## src/verilog/hpci_pkg.sv

```systemverilog
// Package of constants and types for the host packet command interpreter
`default_nettype none
package hpci_pkg;
  localparam logic [7:0] TYPE_REQUEST = 8'h52;
  localparam logic [7:0] TYPE_CONFIRM = 8'h43;
  localparam logic [7:0] TYPE_INDICATE = 8'h69;
  localparam logic [7:0] OP_BEGIN_READING = 8'h00;
  localparam logic [7:0] OP_CANCEL_READING = 8'h01;
  localparam logic [7:0] OP_BEGIN_CALIBRATE = 8'h02;
  localparam logic [7:0] OP_SAMPLE_PRESENT = 8'h03;
  localparam logic [7:0] OP_READING_DONE = 8'h04;
  localparam logic [7:0] OP_CALIBRATE_DONE = 8'h05;
  localparam logic [7:0] STATUS_OK = 8'h00;
  localparam logic [7:0] STATUS_BUSY = 8'h01;
  localparam logic [7:0] STATUS_BAD_OP = 8'h02;
  localparam logic [7:0] CONFIRM_LEN = 8'h01;
  localparam logic [7:0] SEQ_LEN = 8'h02;
  localparam logic [7:0] DATA_LEN = 8'h04;
  localparam logic [15:0] SEQ_RESET = 16'h0000;
  localparam int CLK_HZ = 100000000;
  localparam int BAUD = 115200;
  localparam int BIT_CYC = CLK_HZ / BAUD;
  localparam int HALF_CYC = BIT_CYC / 2;
  localparam int FRAME_BITS = 10;
  localparam int CNT_W = 10;
  // Event kinds presented to the tx engine
  localparam logic [1:0] EV_SAMPLE = 2'd0;
  localparam logic [1:0] EV_READING = 2'd1;
  localparam logic [1:0] EV_CALIB = 2'd2;
endpackage : hpci_pkg
`default_nettype wire

```

## src/verilog/hpci_byte_if.sv

```systemverilog
// Byte handshake carrier between the interpreter and its serial engine
`default_nettype none
interface hpci_byte_if;
  logic tx_valid;
  logic tx_ready;
  logic [7:0] tx_data;
  logic rx_valid;
  logic [7:0] rx_data;
  modport core (output tx_valid, output tx_data, input tx_ready, input rx_valid,
    input rx_data);
  modport phy (input tx_valid, input tx_data, output tx_ready, output rx_valid,
    output rx_data);
endinterface : hpci_byte_if
`default_nettype wire

```

## src/verilog/hpci_uart.sv

```systemverilog
// 8N1 serial byte engine, both directions
`default_nettype none
module hpci_uart (
  input wire logic i_ref_clk, // System clock
  input wire logic i_resetn, // Synchronous reset, active low
  input wire logic i_ce, // Clock enable
  input wire logic i_rxd, // Serial line in
  output logic o_txd, // Serial line out
  hpci_byte_if.phy bus // Byte handshake
);
  typedef struct packed {
    logic [2:0] sync;
    logic rx_busy;
    logic [15:0] rx_cnt;
    logic [3:0] rx_bit;
    logic [7:0] rx_sh;
    logic rx_v;
    logic [7:0] rx_byte;
    logic tx_busy;
    logic [15:0] tx_cnt;
    logic [3:0] tx_bit;
    logic [9:0] tx_sh;
  } hpci_uart_s;
  localparam logic [15:0] BITC = 16'(hpci_pkg::BIT_CYC - 1);
  localparam logic [15:0] HALFC = 16'(hpci_pkg::HALF_CYC - 1);
  localparam logic [3:0] LASTB = 4'(hpci_pkg::FRAME_BITS - 1);
  hpci_uart_s r_q, r_d;
  logic rx_lvl;
  // Level is the third stage; a start counts once second and third stages agree
  assign rx_lvl = r_q.sync[2];
  assign o_txd = r_q.tx_busy ? r_q.tx_sh[0] : 1'b1;
  assign bus.tx_ready = !r_q.tx_busy;
  assign bus.rx_valid = r_q.rx_v;
  assign bus.rx_data = r_q.rx_byte;
  // Both directions of the 8N1 frame, no parity, no flow control
  always_comb begin
    r_d = r_q;
    r_d.rx_v = 1'b0;
    r_d.sync = {r_q.sync[1:0], i_rxd};
    if (!r_q.rx_busy) begin
      if (r_q.sync[2] == r_q.sync[1] && !rx_lvl) begin
        r_d.rx_busy = 1'b1;
        r_d.rx_cnt = HALFC;
        r_d.rx_bit = 4'h0;
      end
    end else if (r_q.rx_cnt != 16'h0000) begin
      r_d.rx_cnt = r_q.rx_cnt - 16'h0001;
    end else begin
      r_d.rx_cnt = BITC;
      r_d.rx_bit = r_q.rx_bit + 4'h1;
      if (r_q.rx_bit == 4'h0) begin
        // False start glitch drops back to idle
        if (rx_lvl) r_d.rx_busy = 1'b0;
      end else if (r_q.rx_bit == LASTB) begin
        r_d.rx_busy = 1'b0;
        // Framing error: missing stop bit discards the byte
        if (rx_lvl) begin
          r_d.rx_v = 1'b1;
          r_d.rx_byte = r_q.rx_sh;
        end
      end else begin
        r_d.rx_sh = {rx_lvl, r_q.rx_sh[7:1]};
      end
    end
    if (!r_q.tx_busy) begin
      if (bus.tx_valid) begin
        r_d.tx_busy = 1'b1;
        r_d.tx_sh = {1'b1, bus.tx_data, 1'b0};
        r_d.tx_cnt = BITC;
        r_d.tx_bit = 4'h0;
      end
    end else if (r_q.tx_cnt != 16'h0000) begin
      r_d.tx_cnt = r_q.tx_cnt - 16'h0001;
    end else begin
      r_d.tx_cnt = BITC;
      r_d.tx_sh = {1'b1, r_q.tx_sh[9:1]};
      r_d.tx_bit = r_q.tx_bit + 4'h1;
      if (r_q.tx_bit == LASTB) r_d.tx_busy = 1'b0;
    end
  end
  // State register with enable
  always_ff @(posedge i_ref_clk) begin
    if (!i_resetn) begin
      r_q <= '0;
      r_q.sync <= 3'h7;
      r_q.tx_sh <= 10'h3ff;
    end else if (i_ce) begin
      r_q <= r_d;
    end
  end
endmodule : hpci_uart
`default_nettype wire

```

## src/verilog/hpci_top.sv

```systemverilog
// Packet command interpreter for the glucose instrument
`default_nettype none
module hpci_top (
  input wire logic i_ref_clk, // System clock, 100 MHz
  input wire logic i_resetn, // Synchronous reset, active low
  input wire logic i_ce, // Clock enable
  input wire logic i_rxd, // Serial line from host
  output logic o_txd, // Serial line to host
  input wire logic i_sample_present, // Pulse: blood on strip
  input wire logic i_reading_done, // Pulse: reading finished
  input wire logic i_calibrate_done, // Pulse: calibration finished
  input wire logic [15:0] i_result, // Result for done events
  input wire logic i_busy, // Instrument cannot take a start
  output logic o_begin_reading, // Pulse: start measurement
  output logic o_cancel_reading, // Pulse: abort
  output logic o_begin_calibrate, // Pulse: start calibration
  output logic o_session_active // Level: streaming enabled
);
  typedef enum logic [5:0] {
    ST_IDLE = 6'b000001,
    ST_OPC = 6'b000010,
    ST_CFM = 6'b000100,
    ST_IND = 6'b001000,
    ST_WAIT = 6'b010000,
    ST_DONE = 6'b100000
  } hpci_state_e;
  typedef struct packed {
    hpci_state_e st;
    logic active;
    logic [7:0] opc;
    logic [7:0] status;
    logic cfm_pend;
    logic in_cfm; // Packet on the wire is a confirmation
    logic [2:0] pend_ev;
    logic [1:0] cur_ev;
    logic [15:0] cur_res;
    logic [15:0] seq;
    logic [2:0] idx;
    logic [7:0] txb;
    logic txv;
    logic go_read;
    logic go_cancel;
    logic go_cal;
    logic [15:0] res_hold;
  } hpci_state_s;
  hpci_state_s r_q, r_d;
  hpci_byte_if link ();
  logic [2:0] ev_in;
  logic [7:0] ind_len;
  assign ev_in = {i_calibrate_done, i_reading_done, i_sample_present};
  // Serial engine for the virtual serial port byte stream
  hpci_uart u_uart (
    .i_ref_clk(i_ref_clk),
    .i_resetn(i_resetn),
    .i_ce(i_ce),
    .i_rxd(i_rxd),
    .o_txd(o_txd),
    .bus(link.phy)
  );
  assign link.tx_valid = r_q.txv;
  assign link.tx_data = r_q.txb;
  assign o_begin_reading = r_q.go_read;
  assign o_cancel_reading = r_q.go_cancel;
  assign o_begin_calibrate = r_q.go_cal;
  assign o_session_active = r_q.active;
  // Sample present carries only the sequence number, done events add a result
  assign ind_len = (r_q.cur_ev == hpci_pkg::EV_SAMPLE) ? hpci_pkg::SEQ_LEN
                                                        : hpci_pkg::DATA_LEN;
  // Receive parse, command decode, and packet serialiser
  always_comb begin
    r_d = r_q;
    r_d.go_read = 1'b0;
    r_d.go_cancel = 1'b0;
    r_d.go_cal = 1'b0;
    // Events latch while streaming; set wins over the clear at send time
    for (int k = 0; k < 3; k++) begin
      if (ev_in[k] && r_q.active) r_d.pend_ev[k] = 1'b1;
    end
    if (i_reading_done || i_calibrate_done) r_d.res_hold = i_result;
    // Receive side: type byte then opcode, no length byte follows a request
    if (link.rx_valid) begin
      if (r_q.cfm_pend) begin
        // A new command while one awaits confirmation is dropped
        r_d.cfm_pend = r_q.cfm_pend;
      end else if (r_q.opc[0] == 1'b0 && r_q.status == 8'hff) begin
        // Awaiting opcode of a request
        r_d.status = 8'h00;
        r_d.opc = link.rx_data;
        r_d.cfm_pend = 1'b1;
        case (link.rx_data)
          hpci_pkg::OP_BEGIN_READING, hpci_pkg::OP_BEGIN_CALIBRATE: begin
            if (i_busy || r_q.active) begin
              r_d.status = hpci_pkg::STATUS_BUSY;
            end else begin
              r_d.status = hpci_pkg::STATUS_OK;
              r_d.active = 1'b1;
              r_d.seq = hpci_pkg::SEQ_RESET;
              r_d.go_read = (link.rx_data == hpci_pkg::OP_BEGIN_READING);
              r_d.go_cal = (link.rx_data == hpci_pkg::OP_BEGIN_CALIBRATE);
            end
          end
          hpci_pkg::OP_CANCEL_READING: begin
            // Stop drops streaming at once and queued events
            r_d.status = hpci_pkg::STATUS_OK;
            r_d.active = 1'b0;
            r_d.pend_ev = 3'h0;
            r_d.go_cancel = 1'b1;
          end
          default: begin
            // Other families' codes are not decoded in this build
            r_d.status = hpci_pkg::STATUS_BAD_OP;
          end
        endcase
      end else if (link.rx_data == hpci_pkg::TYPE_REQUEST) begin
        r_d.status = 8'hff;
        r_d.opc = 8'h00;
      end else begin
        // Bytes other than the request type are thrown away
        r_d.status = 8'h00;
        r_d.opc = 8'h01;
      end
    end
    // Transmit serialiser
    r_d.txv = 1'b0;
    case (r_q.st)
      ST_IDLE: begin
        r_d.idx = 3'h0;
        if (r_q.cfm_pend) begin
          r_d.st = ST_CFM;
          r_d.in_cfm = 1'b1;
        end else if (r_q.active && r_q.pend_ev != 3'h0) begin
          r_d.st = ST_IND;
          r_d.in_cfm = 1'b0;
          if (r_q.pend_ev[0]) begin
            r_d.cur_ev = hpci_pkg::EV_SAMPLE;
            r_d.pend_ev[0] = ev_in[0];
          end else if (r_q.pend_ev[1]) begin
            r_d.cur_ev = hpci_pkg::EV_READING;
            r_d.pend_ev[1] = ev_in[1];
          end else begin
            r_d.cur_ev = hpci_pkg::EV_CALIB;
            r_d.pend_ev[2] = ev_in[2];
          end
          r_d.cur_res = r_q.res_hold;
        end
      end
      ST_CFM: begin
        // Type, echoed opcode, length one, status
        r_d.txv = 1'b1;
        case (r_q.idx)
          3'h0: r_d.txb = hpci_pkg::TYPE_CONFIRM;
          3'h1: r_d.txb = r_q.opc;
          3'h2: r_d.txb = hpci_pkg::CONFIRM_LEN;
          default: r_d.txb = r_q.status;
        endcase
        r_d.st = ST_WAIT;
      end
      ST_IND: begin
        r_d.txv = 1'b1;
        case (r_q.idx)
          3'h0: r_d.txb = hpci_pkg::TYPE_INDICATE;
          3'h1: r_d.txb = (r_q.cur_ev == hpci_pkg::EV_SAMPLE) ? hpci_pkg::OP_SAMPLE_PRESENT :
                          (r_q.cur_ev == hpci_pkg::EV_READING) ? hpci_pkg::OP_READING_DONE :
                          hpci_pkg::OP_CALIBRATE_DONE;
          3'h2: r_d.txb = ind_len;
          3'h3: r_d.txb = r_q.seq[15:8];
          3'h4: r_d.txb = r_q.seq[7:0];
          3'h5: r_d.txb = r_q.cur_res[15:8];
          default: r_d.txb = r_q.cur_res[7:0];
        endcase
        r_d.st = ST_WAIT;
      end
      ST_WAIT: begin
        // Hold the byte until the engine takes it
        if (link.tx_ready) begin
          r_d.st = ST_DONE;
        end else begin
          r_d.txv = 1'b1;
        end
      end
      ST_DONE: begin
        r_d.idx = r_q.idx + 3'h1;
        r_d.st = ST_IDLE;
        // A request landing mid-indication must not splice its bytes into that packet
        if (r_q.in_cfm) begin
          if (r_q.idx == 3'h3) begin
            r_d.cfm_pend = 1'b0;
            r_d.in_cfm = 1'b0;
          end else begin
            r_d.st = ST_CFM;
          end
        end else if (r_q.idx == 3'(ind_len + 8'h02)) begin
          r_d.seq = r_q.seq + 16'h0001;
        end else if (!r_q.active) begin
          // Stop cut the packet short; the host resyncs on the next type byte
          r_d.st = ST_IDLE;
        end else begin
          r_d.st = ST_IND;
        end
      end
      default: r_d.st = ST_IDLE;
    endcase
  end
  // State register with enable
  always_ff @(posedge i_ref_clk) begin
    if (!i_resetn) begin
      r_q <= '0;
      r_q.st <= ST_IDLE;
      r_q.opc <= 8'h01;
    end else if (i_ce) begin
      r_q <= r_d;
    end
  end
endmodule : hpci_top
`default_nettype wire

```

## config.mk

```make
export PLATFORM = sky130hd
export DESIGN_NAME = hpci_top
export DESIGN_NICKNAME = d
export VERILOG_FILES = /design/src/verilog/hpci_pkg.sv /design/src/verilog/hpci_byte_if.sv /design/src/verilog/hpci_uart.sv /design/src/verilog/hpci_top.sv
export SDC_FILE = /design/constraint.sdc
export NUM_CORES = 1
export LEC_CHECK = 0
export ABC_AREA = 1
export BUFFER_PORTS_ARGS = -buffer_cell sky130_fd_sc_hd__buf_2
export CAP_MARGIN = 20
export CORE_UTILIZATION = 55
export DETAILED_ROUTE_END_ITERATION = 12
export PLACE_DENSITY = 0.73
export SYNTH_ARGS = -nofsm -noshare
export SYNTH_HDL_FRONTEND = slang
export SYNTH_SLANG_ARGS = --single-unit
```

## constraint.sdc

```tcl
create_clock -name i_ref_clk -period 2.6 [get_ports i_ref_clk]
set_clock_uncertainty 0.1 [all_clocks]
set_input_delay 0.26 -clock i_ref_clk [delete_from_list [all_inputs] [get_ports i_ref_clk]]
set_output_delay 0.26 -clock i_ref_clk [all_outputs]
set_load 0.01 [all_outputs]
```

# Word level (Yosys, flattened, before mapping)
# Cells that the tools add are included.
[totals]
regBits = 165
input_bits = 24
output_inout_bits = 5
word_cells = 184
[classes]
n_addsub = 7
eq_ne = 24
muxes = 83
n_bitwise = 5
reduce_logical = 37
[op_table]
columns = ["operator", "count"]
rows = [
  ["16-bit two-way mux", 11],
  ["21-bit two-way mux", 5],
  ["31-bit two-way mux", 2],
  ["8-bit case mux with 6 select lines", 1],
  ["9-bit two-way mux", 4],
  ["16-bit nonzero test", 2],
  ["16-bit by 1-bit subtractor with 16-bit output, second input constant", 2],
  ["3-bit two-way mux", 10],
  ["6-bit two-way mux", 5],
  ["1-bit two-way mux", 27],
  ["6-bit case mux with 4 select lines", 1],
  ["8-bit case mux with 3 select lines", 1],
  ["22-bit two-way mux", 1],
  ["17-bit two-way mux", 1],
  ["16-bit by 1-bit adder with 16-bit output, second input constant", 1],
  ["8-bit case mux with 2 select lines", 1],
  ["3-bit AND reduction", 5],
  ["14-bit two-way mux", 1],
  ["6-bit AND reduction", 2],
  ["2-bit two-way mux", 5],
  ["2-bit AND reduction", 5],
  ["2-bit nonzero test", 5],
  ["4-bit by 1-bit adder with 4-bit output, second input constant", 2],
  ["4-bit == test, second input constant", 2],
  ["36 further kinds", 54],
]

# Longest topological paths before layout
[logic_depth]
word_depth = 11
mapped_depth = 11
ltp_nobuf = 11

# Modules after synthesis
# From an unflattened synthesis, not the netlist that was laid out.
[unflattened]
cells_unflattened = 1274
hier_area_um2 = 8335.5
[modules_own_cells]
columns = ["module", "n_inst", "cells_per_inst", "area_each_um2", "seq_area_each_um2"]
rows = [
  ["hpci_top", 1, 716, 4596.9, 1741.7],
  ["hpci_uart", 1, 558, 3738.6, 1441.4],
]

# Worst setup path after synthesis
# No wires, ideal clock.
[synth_path]
kind = "register to register"
from = "register r_q[28] (netlist bit)"
to = "register r_q, in the netlist link.tx_data[5]"
setup_ns = 0.064
t_arrival_ns = 1.531
required_ns = 2.436
setup_slack_ns = 0.905
stages_incl_launch_ff = 11
n_path_buf = 1
synth_period_minus_slack_ns = 1.695
path_cell_list = "dfxtp_1 ha_1 ha_1 clkbuf_1 inv_1 nand4_1 inv_1 nand2_1 a31oi_1 nor2_1 nor2_1"
[synth_via]
elab_chain_cells = 3
word_cells_on_any_way = 9
classes_between = "eq/ne (5); mux (3); reduce/logical (1)"
[synth_lines]
columns = ["item", "line_no", "text"]
rows = [
  ["from (decl)", "hpci_top.sv:46", "hpci_state_s r_q, r_d;"],
  ["from (signal assigned)", "hpci_top.sv:211", "r_q <= r_d;"],
  ["3-bit == test, or another cell as far along", "hpci_top.sv:160", "case (r_q.idx)"],
  ["8-bit case mux with 6 select lines / 8-bit case mux with 3 select lines (equally long branches)", "hpci_top.sv:160, hpci_top.sv:150", ""],
  ["8-bit case mux with 2 select lines *", "hpci_top.sv:125", "case (r_q.st)"],
]
# Mark *: on every way between the ends. The rest lies on a longest branch, timed or not.
# A chain may end at the register's enable or synchronous reset.

# Worst setup path after layout
[layout_path]
from = "register r_q[90] (netlist bit)"
to = "register r_q[59] (netlist bit)"
[layout_via]
elab_chain_cells = 2
[layout_lines]
columns = ["item", "line_no"]
rows = [
  ["6-bit by 1-bit == test with 1-bit output", "hpci_top.sv:125"],
  ["4-bit AND reduction (no source line)", "n/a"],
]
# No other way between the ends.

==> results.toml <==
[drt]
top_layer = "met4"
via_count = 7520
met2_length_um = 8601
route.detailed.drc = 0
wl_per_cell_um = 13.74
drt_iter0_drc = 605
wl_met1_um = 9162
ant_nets = 0
dr_wl_met3_um = 919
wl_um = 19240
via_per_inst = 5.371
drtPass1Iterations = 6

[yosys]
syn_nets = 1209
yosysWarnings = 0
synth.avg_cell_area_sq_um = 6.751
ys_types = 41
synthCells = 1172
ys_ff_latch = 159
synth_edf_count = 0
synthArstFlopShare = 0
synth_ff_type = "dfxtp_1"
yosysSeqAreaShare = 0.4023
netlist_area_sq_um = 7913

[worst_setup_path]
r2r_setup_slack_ps = 480
cp_max_fo = 26
end_kind = "register"
worst_r2r_startpoint = "r_q[90]"
r2r-end = "r_q[59]"
r2r_cells = 7
required_ps = 2780
cp-endpoint = "r_q[59]"
worstSetupPathType = "reg -> reg"
cp-start-kind = "register"
startpoint = "r_q[90]"
cp.arrival_ps = 2300

[timing]
setup_viol = 0
worst_pin_slew_ps = 808.8
hold_viol = 0
period_minus_slack_ps = 2123
slew_violations = 0
rsz0062_at_grt = "no"
whs_ps = 15.19
max_freq_mhz = 471.1
period_share = 0.8164
final.setup.tns_ps = 0
slew_headroom = 0.4608

[cts]
clock-sinks = 159
clkTransAtPathRegs_ps = 60
cts_tree = "built"
clock_latency_ps = 420
root_buffer = "clkbuf_16"
htree_levels = 4
numCtsBuffers = 17
cts_setup_buffers = 0
cts_buffer_depth = 2

[run]
drv_cap = 0

[die]
io-pin-count = 29
start_util = 0.5678
die_w_um = 121.9
coreArea_sq_um = 13930
die_h_um = 121.9
dieArea_sq_um = 14870
fp-row-count = 43

[placement]
place_hpwl_um = 13150
port_buffers = 28
gp_congestion = 0.9579

[global_routing]
grt_pass1_vias = 6782
grt-ovfl-total = 0
grt_pass1_wl_um = 32490
antenna_found_initial = 0
grt_usage = 0.2749
grt_max_degree = 84

[hold_path]
min_path_type = "in -> reg"
min_from = "i_rxd"

[cells_and_area]
drive_gt1_frac = 0.08443
antenna_cells_inserted = 0
fin_nets = 1244
syn_to_final_growth_pct = 12.67

[power_and_ir_drop]
ir_drop_mv = 0.7887
p_leak_nw = 3.663
p_per_area_nw_per_um2 = 651.7

[run_status]
status = "complete, no violations"
==> how the worst min path moves through the flow <==
stage | to | cells after the start
floorplan | u_uart.r_d[70] | 2
global placement | u_uart.r_q[9] | 2
detailed placement | u_uart.r_q[9] | 2
CTS | u_uart.r_d[70] | 3
global route | u_uart.r_d[70] | 3
finish | u_uart.r_d[70] | 3
==> registers in the layout (all words and copies together) (netlist names) <==
name / cells
o_begin_calibrate: 1
u_uart.bus.rx_data: 8
o_session_active: 1
r_q: 74
u_uart.r_d: 2
u_uart.r_q: 61
o_cancel_reading: 1
link.tx_valid: 1
link.tx_data: 8
u_uart.bus.rx_valid: 1
o_begin_reading: 1
==> stage by stage <==
step | utilization | power (W) | worst slack (ps) | area [sq um] | instances
6_report | 0.6398 | 0.005810 | 477.2 | 8915 | 1400
3_5_place_dp | 0.5874 | 0.003442 | 480.8 | 8185 | 1351
2_1_floorplan | - | 0.003266 | 905.0 | 7913 | 1172
5_1_grt | 0.6398 | 0.006067 | 194.8 | 8915 | 1400
3_3_place_gp | 0.5874 | 0.003436 | 521.5 | 8185 | 1351
4_1_cts | 0.6398 | 0.005829 | 464.6 | 8915 | 1400
==> final cells by class <==
type	count	area, sq um
clock buffer	21	460.4
clock inverter	11	98.84
fill	1287	5020
inverter	124	465.4
multi-input combinational	848	4069
sequential	159	3183
tap	180	225.2
timing repair buffer	57	412.9
==> cells in the mapped netlist, types with 5 or more instances <==
master | instances | area, sq um
ha_1 | 13 | 162.7
nor3_1 | 11 | 55.05
nand3_1 | 93 | 465.5
a31oi_1 | 13 | 81.33
inv_2 | 5 | 18.77
nor2_2 | 5 | 31.28
o21ai_0 | 90 | 450.4
buf_2 | 14 | 70.07
nand2_1 | 258 | 968.4
nand4_1 | 18 | 112.6
clkbuf_1 | 16 | 60.06
a21oi_1 | 103 | 515.5
xnor2_1 | 8 | 70.07
buf_1 | 6 | 22.52
nand2_2 | 5 | 31.28
xor2_1 | 18 | 157.7
inv_1 | 118 | 442.9
o22ai_1 | 5 | 31.28
nor2_1 | 180 | 675.7
nor2_4 | 5 | 56.30
dfxtp_1 | 159 | 3183
==> cells in the final DEF, fill, tap and decap left out, types with 3 or more instances in the layout <==
master         count
nand2_1          258
nor2_1           180
dfxtp_1          159
inv_1            118
a21oi_1          103
nand3_1           93
o21ai_0           90
buf_2             28
nand4_1           18
xor2_1            18
clkbuf_16         17
dlygate4sd3_1     17
a31oi_1           13
ha_1              13
nor3_1            11
buf_4             11
xnor2_1            8
inv_2              5
nor2_2             5
nand2_2            5
nor2_4             5
o22ai_1            5
inv_6              4
nor3_2             3
clkinv_4           3
==> timing repair <==
action / CTS / global route
hold buffers: 17 / 0
resized for setup: 0 / 0
endpoints found under the hold margin: 17 / 0
==> report_power, final <==
part           internal, W  total [W]  switching (W)
Sequential         0.00253    0.00263      0.0000917
Combinational     0.000272   0.000806       0.000535
Clock              0.00130    0.00238        0.00107
Total              0.00411    0.00581        0.00170
==> metal layers <==
| metal | vias up | global-route usage |
|---|---|---|
| li1 | 3869 | - |
| met1 | 3400 | 0.3707 |
| met2 | 210 | 0.4297 |
| met3 | 41 | 0.04869 |
| met4 | 0 | 0.1188 |
| met5 | - | 0 |
==> critical path, cell delays in order (launching register included) <==
cell and delay [ps]:
dfxtp_1 370, nor2_2 200, nand4_2 160, nor2_2 110
buf_4 180, nand2_1 460, o21ai_0 320, a21oi_1 70
==> cell families (layout without fill, tap and decap cells) <==
logic type      after synthesis  after routing  synth area share
simple gates                588            588            0.3189
compound gates              221            221            0.1460
buf+inv                     165            213           0.08349
flops                       159            159            0.4023
xor+xnor                     26             26           0.02878
fa+ha+maj                    13             13           0.02056
(Power assumes the default switching activity.)
